==> src/rtl/lro_pkg.sv <==
/*
  Shared constants and types of the literal, return and rotate execution slice.
  Assumes a core that decodes instructions into lro_op_t before this slice.
*/
`default_nettype none
package lro_pkg;
  localparam int DATA_W  = 8;
  localparam int PC_W    = 13;
  localparam int FADDR_W = 7;

  localparam int IRQ_EN_BIT = 7;
  localparam int MSB_BIT = 7;

  localparam logic [DATA_W-1:0] ACC_RST  = 8'h00;
  localparam logic [DATA_W-1:0] IRQ_EN_MASK = 8'h80;
  localparam logic [PC_W-1:0]   PC_RST   = 13'h0000;
  localparam logic [PC_W-1:0]   PC_STEP  = 13'h0001;
  localparam logic [FADDR_W-1:0] FADDR_RST = 7'h00;
  localparam logic              CARRY_RST = 1'h0;
  localparam logic              DEST_FILE = 1'h1;

  typedef enum logic [2:0] {
    IDLE_INSTRUCTION     = 3'h0,
    LITERAL_LOAD_OP      = 3'h1,
    INTERRUPT_RETURN_OP  = 3'h2,
    SUBROUTINE_RETURN_OP = 3'h3,
    LITERAL_EXIT_OP      = 3'h4,
    ROTATE_LEFT_CARRY_OP = 3'h5
  } lro_op_t;

  typedef enum logic {
    ST_EXEC  = 1'h0,
    ST_FLUSH = 1'h1
  } lro_state_t;
endpackage : lro_pkg
`default_nettype wire

==> src/rtl/lro_exec.sv <==
/*
  Execution slice for literal load, idle, the three returns and rotate left.
  Assumes the register file answers file_rdata_i in the same cycle as
  file_addr_i, and the stack hardware presents its top entry and pops on
  stack_pop_o. All inputs come from logic on ref_clk_i.
*/
// Summary of operation
// - Literal load puts literal in accumulator
// - Interrupt return pops stack top into PC
// - Interrupt return sets enable bit seven, two cycles
// - Subroutine return pops to PC, two cycles
// - Literal exit puts literal in accumulator
// - Literal exit loads PC from stack, two cycles
// - Rotate left through carry, one cycle
// - Destination one writes file, zero accumulator
`default_nettype none
module lro_exec #(
  parameter int DATA_W  = lro_pkg::DATA_W,
  parameter int PC_W    = lro_pkg::PC_W,
  parameter int FADDR_W = lro_pkg::FADDR_W
) (
  input  wire logic                 ref_clk_i,
  input  wire logic                 rst_n_i,
  input  wire logic                 instr_valid_i,
  input  wire lro_pkg::lro_op_t     instr_op_i,
  input  wire logic [DATA_W-1:0]    literal_i,
  input  wire logic [FADDR_W-1:0]   file_addr_i,
  input  wire logic                 dest_sel_i,
  input  wire logic [PC_W-1:0]      stack_top_entry_i,
  input  wire logic [DATA_W-1:0]    file_rdata_i,
  input  wire logic [DATA_W-1:0]    irq_control_reg_i,
  output logic                      ready_o,
  output logic                      stack_pop_o,
  output logic [PC_W-1:0]           pc_o,
  output logic [DATA_W-1:0]         acc_o,
  output logic                      carry_o,
  output logic                      file_we_o,
  output logic [FADDR_W-1:0]        file_waddr_o,
  output logic [DATA_W-1:0]         file_wdata_o,
  output logic                      irq_control_we_o,
  output logic [DATA_W-1:0]         irq_control_wdata_o
);

  lro_pkg::lro_state_t state_reg;
  lro_pkg::lro_state_t state_next;
  logic [PC_W-1:0]     pc_reg;
  logic [PC_W-1:0]     pc_next;
  logic [DATA_W-1:0]   acc_reg;
  logic [DATA_W-1:0]   acc_next;
  logic                carry_reg;
  logic                carry_next;
  logic                file_we_reg;
  logic                file_we_next;
  logic [FADDR_W-1:0]  file_waddr_reg;
  logic [FADDR_W-1:0]  file_waddr_next;
  logic [DATA_W-1:0]   file_wdata_reg;
  logic [DATA_W-1:0]   file_wdata_next;
  logic                irq_we_reg;
  logic                irq_we_next;
  logic [DATA_W-1:0]   irq_wdata_reg;
  logic [DATA_W-1:0]   irq_wdata_next;
  logic                accept;
  logic [DATA_W-1:0]   rot_result;
  logic                rot_carry;

  // Returns take the stack top and need a second cycle
  function automatic logic takes_stack(input lro_pkg::lro_op_t op);
    takes_stack = (op == lro_pkg::INTERRUPT_RETURN_OP) ||
                  (op == lro_pkg::SUBROUTINE_RETURN_OP) ||
                  (op == lro_pkg::LITERAL_EXIT_OP);
  endfunction

  function automatic logic [PC_W-1:0] pc_inc(input logic [PC_W-1:0] pc);
    pc_inc = pc + lro_pkg::PC_STEP;
  endfunction

  lro_rotate #(
    .DATA_W (DATA_W)
  ) i_lro_rotate (
    .data_i   (file_rdata_i),
    .carry_i  (carry_reg),
    .result_o (rot_result),
    .carry_o  (rot_carry)
  );

  assign ready_o     = (state_reg == lro_pkg::ST_EXEC);
  assign accept      = instr_valid_i && ready_o;
  assign stack_pop_o = accept && takes_stack(instr_op_i);

  always_comb begin
    state_next      = state_reg;
    pc_next         = pc_reg;
    acc_next        = acc_reg;
    carry_next      = carry_reg;
    file_we_next    = 1'h0;
    file_waddr_next = file_waddr_reg;
    file_wdata_next = file_wdata_reg;
    irq_we_next     = 1'h0;
    irq_wdata_next  = irq_wdata_reg;
    case (state_reg)
      lro_pkg::ST_EXEC: begin
        if (accept) begin
          if (takes_stack(instr_op_i)) begin
            pc_next    = stack_top_entry_i;
            state_next = lro_pkg::ST_FLUSH;
          end else begin
            pc_next = pc_inc(pc_reg);
          end
          case (instr_op_i)
            lro_pkg::LITERAL_LOAD_OP: begin
              acc_next = literal_i;
            end
            lro_pkg::INTERRUPT_RETURN_OP: begin
              irq_we_next    = 1'h1;
              irq_wdata_next = irq_control_reg_i | lro_pkg::IRQ_EN_MASK;
            end
            lro_pkg::LITERAL_EXIT_OP: begin
              acc_next = literal_i;
            end
            lro_pkg::ROTATE_LEFT_CARRY_OP: begin
              carry_next = rot_carry;
              if (dest_sel_i == lro_pkg::DEST_FILE) begin
                file_we_next    = 1'h1;
                file_waddr_next = file_addr_i;
                file_wdata_next = rot_result;
              end else begin
                acc_next = rot_result;
              end
            end
            default: begin
            end
          endcase
        end
      end
      lro_pkg::ST_FLUSH: begin
        state_next = lro_pkg::ST_EXEC;
      end
      default: begin
        state_next = lro_pkg::ST_EXEC;
      end
    endcase
  end

  always_ff @(posedge ref_clk_i or negedge rst_n_i) begin
    if (!rst_n_i) begin
      state_reg      <= lro_pkg::ST_EXEC;
      pc_reg         <= lro_pkg::PC_RST;
      acc_reg        <= lro_pkg::ACC_RST;
      carry_reg      <= lro_pkg::CARRY_RST;
      file_we_reg    <= 1'h0;
      file_waddr_reg <= lro_pkg::FADDR_RST;
      file_wdata_reg <= lro_pkg::ACC_RST;
      irq_we_reg     <= 1'h0;
      irq_wdata_reg  <= lro_pkg::ACC_RST;
    end else begin
      state_reg      <= state_next;
      pc_reg         <= pc_next;
      acc_reg        <= acc_next;
      carry_reg      <= carry_next;
      file_we_reg    <= file_we_next;
      file_waddr_reg <= file_waddr_next;
      file_wdata_reg <= file_wdata_next;
      irq_we_reg     <= irq_we_next;
      irq_wdata_reg  <= irq_wdata_next;
    end
  end

  assign pc_o                = pc_reg;
  assign acc_o               = acc_reg;
  assign carry_o             = carry_reg;
  assign file_we_o           = file_we_reg;
  assign file_waddr_o        = file_waddr_reg;
  assign file_wdata_o        = file_wdata_reg;
  assign irq_control_we_o    = irq_we_reg;
  assign irq_control_wdata_o = irq_wdata_reg;
endmodule // lro_exec
`default_nettype wire

==> src/rtl/lro_rotate.sv <==
/*
  Combinational rotate left through carry.
  Assumes operand and carry are stable within the cycle that uses them.
*/
`default_nettype none
module lro_rotate #(
  parameter int DATA_W = lro_pkg::DATA_W
) (
  input  wire logic [DATA_W-1:0] data_i,
  input  wire logic              carry_i,
  output logic      [DATA_W-1:0] result_o,
  output logic                   carry_o
);
  // Old carry enters at the bottom, old top bit leaves as carry
  assign result_o = {data_i[DATA_W-2:0], carry_i};
  assign carry_o  = data_i[DATA_W-1];
endmodule // lro_rotate
`default_nettype wire

==> config.mk <==
export PLATFORM = sky130hd
export DESIGN_NAME = lro_exec
export DESIGN_NICKNAME = d
export VERILOG_FILES = /design/src/rtl/lro_pkg.sv /design/src/rtl/lro_exec.sv /design/src/rtl/lro_rotate.sv
export SDC_FILE = /design/constraint.sdc
export NUM_CORES = 1
export LEC_CHECK = 0
export BUFFER_PORTS_ARGS = -buffer_cell sky130_fd_sc_hd__buf_2
export CAP_MARGIN = 20
export CORE_MARGIN = 2
export CORE_UTILIZATION = 45
export DETAILED_ROUTE_END_ITERATION = 10
export GPL_TIMING_DRIVEN = 0
export PLACE_DENSITY = 0.76
export SLEW_MARGIN = 20
export SYNTH_ARGS = -nofsm -noshare
export SYNTH_HDL_FRONTEND = slang
export SYNTH_SLANG_ARGS = --single-unit
==> constraint.sdc <==
create_clock -name ref_clk_i -period 2.8 [get_ports ref_clk_i]
set_input_delay 0.84 -clock ref_clk_i [delete_from_list [all_inputs] [get_ports ref_clk_i]]
set_output_delay 0.84 -clock ref_clk_i [all_outputs]
set_load 0.02 [all_outputs]
# Word level (Yosys, flattened, before mapping)

Cells that the tools add are included.

Output and inout bits: 49
Bits in registers: 48

Equal/unequal tests: 6
Reduce and logical (&&, ||, !) cells: 11
Add/sub/neg operators: 1
Multiplexer cells: 13
Bitwise gates (word level): 1

Operators with widths:

| cell                  | number |
|---|---|
| $pmux 8 s2            | 1 |
| $add 13x1->13 const B | 1 |
| $mux 13               | 1 |
| $mux 1                | 9 |
| $mux 8                | 1 |
| $reduce_and 4->1      | 2 |
| $eq 3x2->1 const B    | 2 |
| $eq 3x3->1 const B    | 2 |
| $reduce_and 3->1      | 2 |
| $eq 3x1->1 const B    | 1 |
| $logic_and 1x1->1     | 2 |
| $logic_or 1x1->1      | 2 |
| $ne 2x2->1 const B    | 1 |
| $pmux 1 s2            | 1 |
| $reduce_and 2->1      | 1 |
| $reduce_bool 2->1     | 1 |
| $reduce_or 2->1       | 1 |
| $not 1->1             | 1 |

# Depth between registers and ports, before layout

Gate-level depths: netlist of the first run.

Word-level depth: 6
Mapped depth: 6
Depth with buffers taken out: 5

# Modules after synthesis

From an unflattened synthesis of the first run, not the netlist that was laid out.

Cells, all modules: 208
Area, all modules: 2,324.7 um2

By module, submodules not included:

| module     | area an instance (um2) | seq. area each (um2) | cells an instance | times used |
|---|---|---|---|---|
| lro_exec   | 2,257.2                | 1,201.2              | 199               | 1 |
| lro_rotate | 67.6                   | 0.0                  | 9                 | 1 |

# Worst setup path before layout of the first run

Ideal clock, no wire load.

Kind: in2out
From: in instr_op_i[1]
To: out stack_pop_o
Data required time: 1.960 ns
Setup slack: 0.152 ns
Arrival: 1.808 ns
Cell stages on the path: 4
Buffers on the path: 1
Cells stage by stage: or3b_1 > and2_4 > buf_6 > nor2_1

Word-level cells in the longest chain between the ends: 4
Elaborated cells between the ends (all ways): 6
Classes of those cells: eq/ne: 3; reduce/logical: 3

Ends and longest elaborated chain:

| what                          | RTL line                       | source |
|---|---|---|
| start, declared               | lro_exec.sv:25                 | `input wire lro_pkg::lro_op_t instr_op_i,` |
| $eq 3x2->1 (on tied branches) | lro_exec.sv:68, lro_exec.sv:69 |  |
| $logic_or 1x1->1              | lro_exec.sv:68                 | `takes_stack = (op == lro_pkg::INTERRUPT_RETURN_OP) \|\|` |
| $logic_or 1x1->1 *            | lro_exec.sv:69                 | `(op == lro_pkg::SUBROUTINE_RETURN_OP) \|\|` |
| $logic_and 1x1->1 *           | lro_exec.sv:88                 | `assign stack_pop_o = accept && takes_stack(instr_op_i);` |
| end, declared                 | lro_exec.sv:33                 | `output logic stack_pop_o,` |

Mark *: on every way between the ends. The rest lies on a longest branch, timed or not.

# Final worst setup path of the first run

Same ends and word-level chain as after synthesis.

==> results of run 1 <==
==> power by group through the flow <==
stage	clock network (mW)	logic, mW	registers (mW)
3_3_place_gp	0	0.776	0.974
6_report	0.411	0.785	0.970
4_1_cts	0.427	0.791	0.969
5_1_grt	0.453	0.851	0.995
3_5_place_dp	0	0.789	0.980
2_1_floorplan	0	0.310	1.17
==> cells by family after synthesis <==
kind of cell / synth area share (%)
and+or+nand+nor: 13.5
DFF: 51.2
AOI/OAI and AO/OA: 13.2
muxes: 16.3
buffers and inverters: 5.28
adders and majority gates: 0.533
==> per-layer routing <==
layer | vias to the layer above | GRT usage, %
met5 | - | 0
met4 | 0 | 4.91
met3 | 4 | 5.81
met2 | 63 | 29.3
met1 | 891 | 25.0
li1 | 930 | -
==> layout make-up <==
class / instances / share of cell area (%)
Timing Repair Buffer: 99 / 16.6
Inverter: 6 / 0.744
Multi-Input combinational cell: 131 / 33.9
Sequential cell: 48 / 39.7
Tap cell: 70 / 2.89
Buffer: 11 / 3.22
Clock inverter: 3 / 0.620
Clock buffer: 5 / 2.27
==> worst reg2reg max path, cell delays in order, from the launching register on <==
cell and delay (ns):
dfrtp_1 0.42, ha_1 0.23, and4_1 0.20, clkbuf_1 0.32, nand3_1 0.19, a21oi_2 0.17
a2bb2oi_1 0.16
==> metrics by stage <==
stage / hold WS [ns] / utilization (%) / setup WS (ns)
after floorplan: 0.544 / - / 0.152
after global placement: 0.450 / 57.6 / 0.0115
after detailed placement: 0.459 / 57.6 / 0.0106
after CTS: 0.479 / 59.4 / 0.0118
after global routing: 0.523 / 59.6 / 0.0196
final: 0.470 / 59.6 / 0.0530
==> path summary, 6_finish.rpt <==
kind / from / endpoint / slack (ns)
worst max-delay path: instr_op_i[1] / stack_pop_o / 0.05
worst min-delay path: irq_control_wdata_o[7]$_DFFE_PN0P_ / irq_control_wdata_o[7]$_DFFE_PN0P_ / 0.47
worst max register to register: pc_o[0]$_DFFE_PN0P_ / pc_o[12]$_DFFE_PN0P_ / 1.04
worst min register to register: irq_control_wdata_o[7]$_DFFE_PN0P_ / irq_control_wdata_o[7]$_DFFE_PN0P_ / 0.47
max in group asynchronous: rst_n_i / pc_o[9]$_DFFE_PN0P_ / 1.86
min in group asynchronous: rst_n_i / file_waddr_o[2]$_DFFE_PN0P_ / 0.53
==> cell usage after synthesis (2+ instances only) <==
| cell | n | area (sq um) |
|---|---|---|
| a21oi_1 | 14 | 70.1 |
| a21oi_2 | 7 | 61.3 |
| a22oi_1 | 2 | 15.0 |
| a2bb2oi_1 | 6 | 52.6 |
| a31oi_1 | 3 | 18.8 |
| and2_1 | 3 | 18.8 |
| and3_1 | 3 | 18.8 |
| and4_1 | 2 | 17.5 |
| buf_2 | 2 | 10.0 |
| buf_6 | 5 | 56.3 |
| clkbuf_1 | 3 | 11.3 |
| dfrtp_1 | 48 | 1200 |
| inv_1 | 6 | 22.5 |
| mux2_2 | 14 | 158 |
| mux2_4 | 9 | 135 |
| mux2i_1 | 9 | 90.1 |
| nand2_1 | 7 | 26.3 |
| nand2b_1 | 2 | 12.5 |
| nand3_1 | 7 | 35.0 |
| nand4_1 | 6 | 37.5 |
| nor2_1 | 12 | 45.0 |
| o21ai_0 | 6 | 30.0 |
| o22a_1 | 3 | 26.3 |
| o22ai_1 | 3 | 18.8 |
==> what timing repair did <==
item / 4_1_cts / 5_1_grt
buffers inserted: 0 / 1
hold endpoints to repair: 0 / 0
endpoints found under the setup margin: 0 / 1
resized for setup: 0 / 3
hold buffers: 0 / 0
==> reports/qor.yml, run 1 <==
die_w_um: 76.2
slowest_delay_ns: 0.40
tightestPinTransition_ns: 0.593
drive_above_1_share_pct: 50.8
nets: 354
ys_seq_area_share_pct: 51.2
setup_viol: 0
cp.arrival_ns: 1.91
htree_levels: 2
synth_area_sq_um: 2350
crit_buf_inv: 3
synthCells: 197
start_kind: "primary input"
rows: 26
vias_per_cell: 5.06
hold_depth: 1
syn_to_final_growth_pct: 28.9
final.min_clock_period_ns: 2.75
pwr-share-seq_pct: 44.8
routed-wl-met3_um: 349
regArea_sq_um: 1200
cp_num_cells: 6
syn_avg_cell_area_sq_um: 11.9
synth_edf_count: 0
hold_viol_final: 0
crit_family: "simple AND/OR/NAND/NOR gates"
io_buffers: 98
report.final.slew_viol_count: 0
globalplace.congestion: 0.837
num-fill-cells: 471
io_pins: 100
grt_pass1_wl_um: 8710
dp_cells: 365
switchingPower_mw: 0.806
grt_max_degree: 49
wl_met1_um: 2360
ant_nets: 0
internal_power_mw: 1.36
instances_no_fill: 373
cellLeakagePower_nw: 1.53
final_common_cell: "buf_2"
met2_length_um: 2440
cts_root_buffer: "clkbuf_8"
skew_ns: 0.00995
placed_area_sq_um: 2930
rsz0062_at_grt: "false"
dieArea_sq_um: 5810
ys_warn_count: 0
max_freq_mhz: 364
clk_pin_slew_ns: 0.08
multi_input_area_sq_um: 1030
diodes: 0
cts_buffers: 5
maxSlewHeadroom_pct: 60.5
drv_cap: 0
wl_um: 5190
dieHeight_um: 76.2
crit_fanout: 10
syn_nets: 249
ys_async_sr_fraction_pct: 100
clk_latency_ns: 0.30
cts_tree: "done"
wl_per_cell_um: 13.9
slowest_stage: "or3b_4"
finalInstanceArea_sq_um: 3030
worst_hold_path_type: "reg2reg"
clockPowerShare_pct: 19.0
yosysUniqueCellTypes: 39
start_util_pct: 46.3
dr.first_iter.drc_count: 67
ff2ff_path_depth: 6
dr.max_layer_used: "met4"
cp.required_ns: 1.96
grt_usage_pct: 18.6
status: "complete, no violations"
remaining_drc_errors: 0
pwr-share-comb_pct: 36.2
p_total_mw: 2.17
cts_max_path_buffers: 2
path_cells: "buf_2 > or3b_4 > and2_4 > buf_6 > nor2_2 > buf_4"
fin_tns_setup_ns: 0
synth_ff_type: "dfrtp_1"
period_share_pct: 98.1
routed-via-count: 1888
largest_register_ff_count: 13
detail_route.first_pass.iterations: 4
power_density_nw_per_um2: 716
p_sw_share_pct: 37.2
antenna_found_initial: 0
cts_sinks: 48
ys_ff_latch: 48
hpwl_um: 3730
grt_overflow: 0
path_class: "in2out"
first_global_vias: 1855
endpoint_kind: "primary output"
vdd_drop_max_uv: 340
core_area_sq_um: 5070
final_cell_mix: "buf_2, dfrtp_1, mux2_2, a21oi_1, nor2_1"
Power figures use the tool's default switching activity.
==> run 2, diff against run 1 <==
- CORE_UTILIZATION: 45 -> 43
- CTS_CLUSTER_SIZE: not set -> 40
- clock period: 2.8 -> 2.3 ns (I/O delays scaled with it)
==> reports/qor.yml, run 2 (same netlist as run 1, synthesis figures left out) <==
grt_pass1_wl_um: 8880
io_buffers: 98
cts_sinks: 48
drv_cap: 0
status: "complete, no violations"
dieHeight_um: 77.9
detail_route.first_pass.iterations: 4
rows: 26
p_total_mw: 2.79
start_util_pct: 45.4
remaining_drc_errors: 0
clk_pin_slew_ns: 0.09
drive_above_1_share_pct: 50.5
clk_latency_ns: 0.30
fin_util_pct: 59.3
core_area_sq_um: 5170
cts_tree: "done"
antenna_found_initial: 0
maxSlewHeadroom_pct: 59.8
nets: 354
dr.first_iter.drc_count: 97
rsz0062_at_grt: "false"
hold_buffers: 0
grt_usage_pct: 18.5
io_pins: 100
skew_ns: 0.00462
wl_per_cell_um: 14.5
start_kind: "primary input"
dieArea_sq_um: 6070
cts_max_path_buffers: 2
diodes: 0
report.final.slew_viol_count: 0
die_w_um: 77.9
ant_nets: 0
endpoint_kind: "primary output"
grt_max_degree: 49
wl_um: 5420
htree_levels: 2
final_cell_mix: "buf_2, dfrtp_1, mux2_2, a21oi_1, nor2_1"
hold_viol_final: 0
syn_to_final_growth_pct: 30.6
cellLeakagePower_nw: 1.54
power_density_nw_per_um2: 910
cp.arrival_ns: 1.59
hpwl_um: 3840
grt_overflow: 0
tightestPinTransition_ns: 0.602
first_global_vias: 1867
crit_fanout: 4
max_freq_mhz: 438
vias_per_cell: 5.16
vdd_drop_max_uv: 463
final_common_cell: "buf_2"
cts_root_buffer: "clkbuf_8"
path_class: "in2out"
setup_viol: 0
globalplace.congestion: 0.826
worst_hold_path_type: "in2async"
final.min_clock_period_ns: 2.28
largest_register_ff_count: 13
period_share_pct: 99.2
cts_buffers: 5
cp.required_ns: 1.61
routed-via-count: 1923
## run 2: where the power goes
| part | internal [mW] | total [mW] | switching (mW) |
|---|---|---|---|
| combinational | 0.405 | 0.967 | 0.562 |
| clock | 0.356 | 0.644 | 0.288 |
| sequential | 1.04 | 1.18 | 0.140 |
| total | 1.80 | 2.79 | 0.991 |
## run 2: what timing repair did
| item | CTS | global route |
|---|---|---|
| setup buffers | 2 | 0 |
| setup endpoints to repair | 1 | 1 |
| gates resized for setup | 3 | 1 |
| pin swaps | 1 | 1 |
## run 2: metrics by stage
| stage | TNS, ns | setup WS, ns | hold slack [ns] | area (sq um) | instances |
|---|---|---|---|---|---|
| after floorplan | 0 | 0.0441 | 0.394 | 2350 | 197 |
| after global placement | -0.168 | -0.168 | 0.449 | 2930 | 365 |
| after detailed placement | -0.179 | -0.179 | 0.452 | 2930 | 365 |
| after CTS | 0 | 0.00744 | 0.474 | 3060 | 373 |
| after global routing | 0 | 0.00323 | 0.437 | 3070 | 373 |
| final | 0 | 0.0188 | 0.400 | 3070 | 373 |
## run 2: path summary, 6_finish.rpt
path / startpoint / endpoint / slack (ns) / cells past startpoint
worst max-delay path: instr_op_i[1] / stack_pop_o / 0.02 / 5
worst max register to register: pc_o[0]$_DFFE_PN0P_ / pc_o[12]$_DFFE_PN0P_ / 0.56 / 6
max in group asynchronous: rst_n_i / pc_o[11]$_DFFE_PN0P_ / 1.50 / 1
worst min-delay path: rst_n_i / pc_o[5]$_DFFE_PN0P_ / 0.40 / 1
worst min register to register: irq_control_wdata_o[7]$_DFFE_PN0P_ / irq_control_wdata_o[7]$_DFFE_PN0P_ / 0.47 / 1
min in group ref_clk_i: irq_control_wdata_o[7]$_DFFE_PN0P_ / irq_control_wdata_o[7]$_DFFE_PN0P_ / 0.47 / 1
## run 2: critical path, stage by stage
cell and delay (ns):
buf_4 0.13, or3b_1 0.39, and2_4 0.19, nor2_4 0.08, buf_6 0.12
## run 2: cell type report
| cell class | instances | area (sq um) |
|---|---|---|
| buffer | 10 | 86.3 |
| timing repair buffer | 100 | 517 |
| fill | 454 | 2110 |
| inverter | 6 | 22.5 |
| multi-input combinational | 131 | 1030 |
| clock buffer | 6 | 82.6 |
| tap | 70 | 87.6 |
| sequential | 48 | 1200 |
| clock inverter | 2 | 38.8 |
## run 2: per-layer routing
| layer | share of wire (%) | routed length [um] | GRT usage (%) |
|---|---|---|---|
| met4 | 0.41 | 22 | 5.89 |
| met2 | 47 | 2560 | 29.1 |
| met1 | 46 | 2460 | 24.6 |
| met3 | 6.7 | 364 | 5.58 |
| met5 | 0 | 0 | 0 |
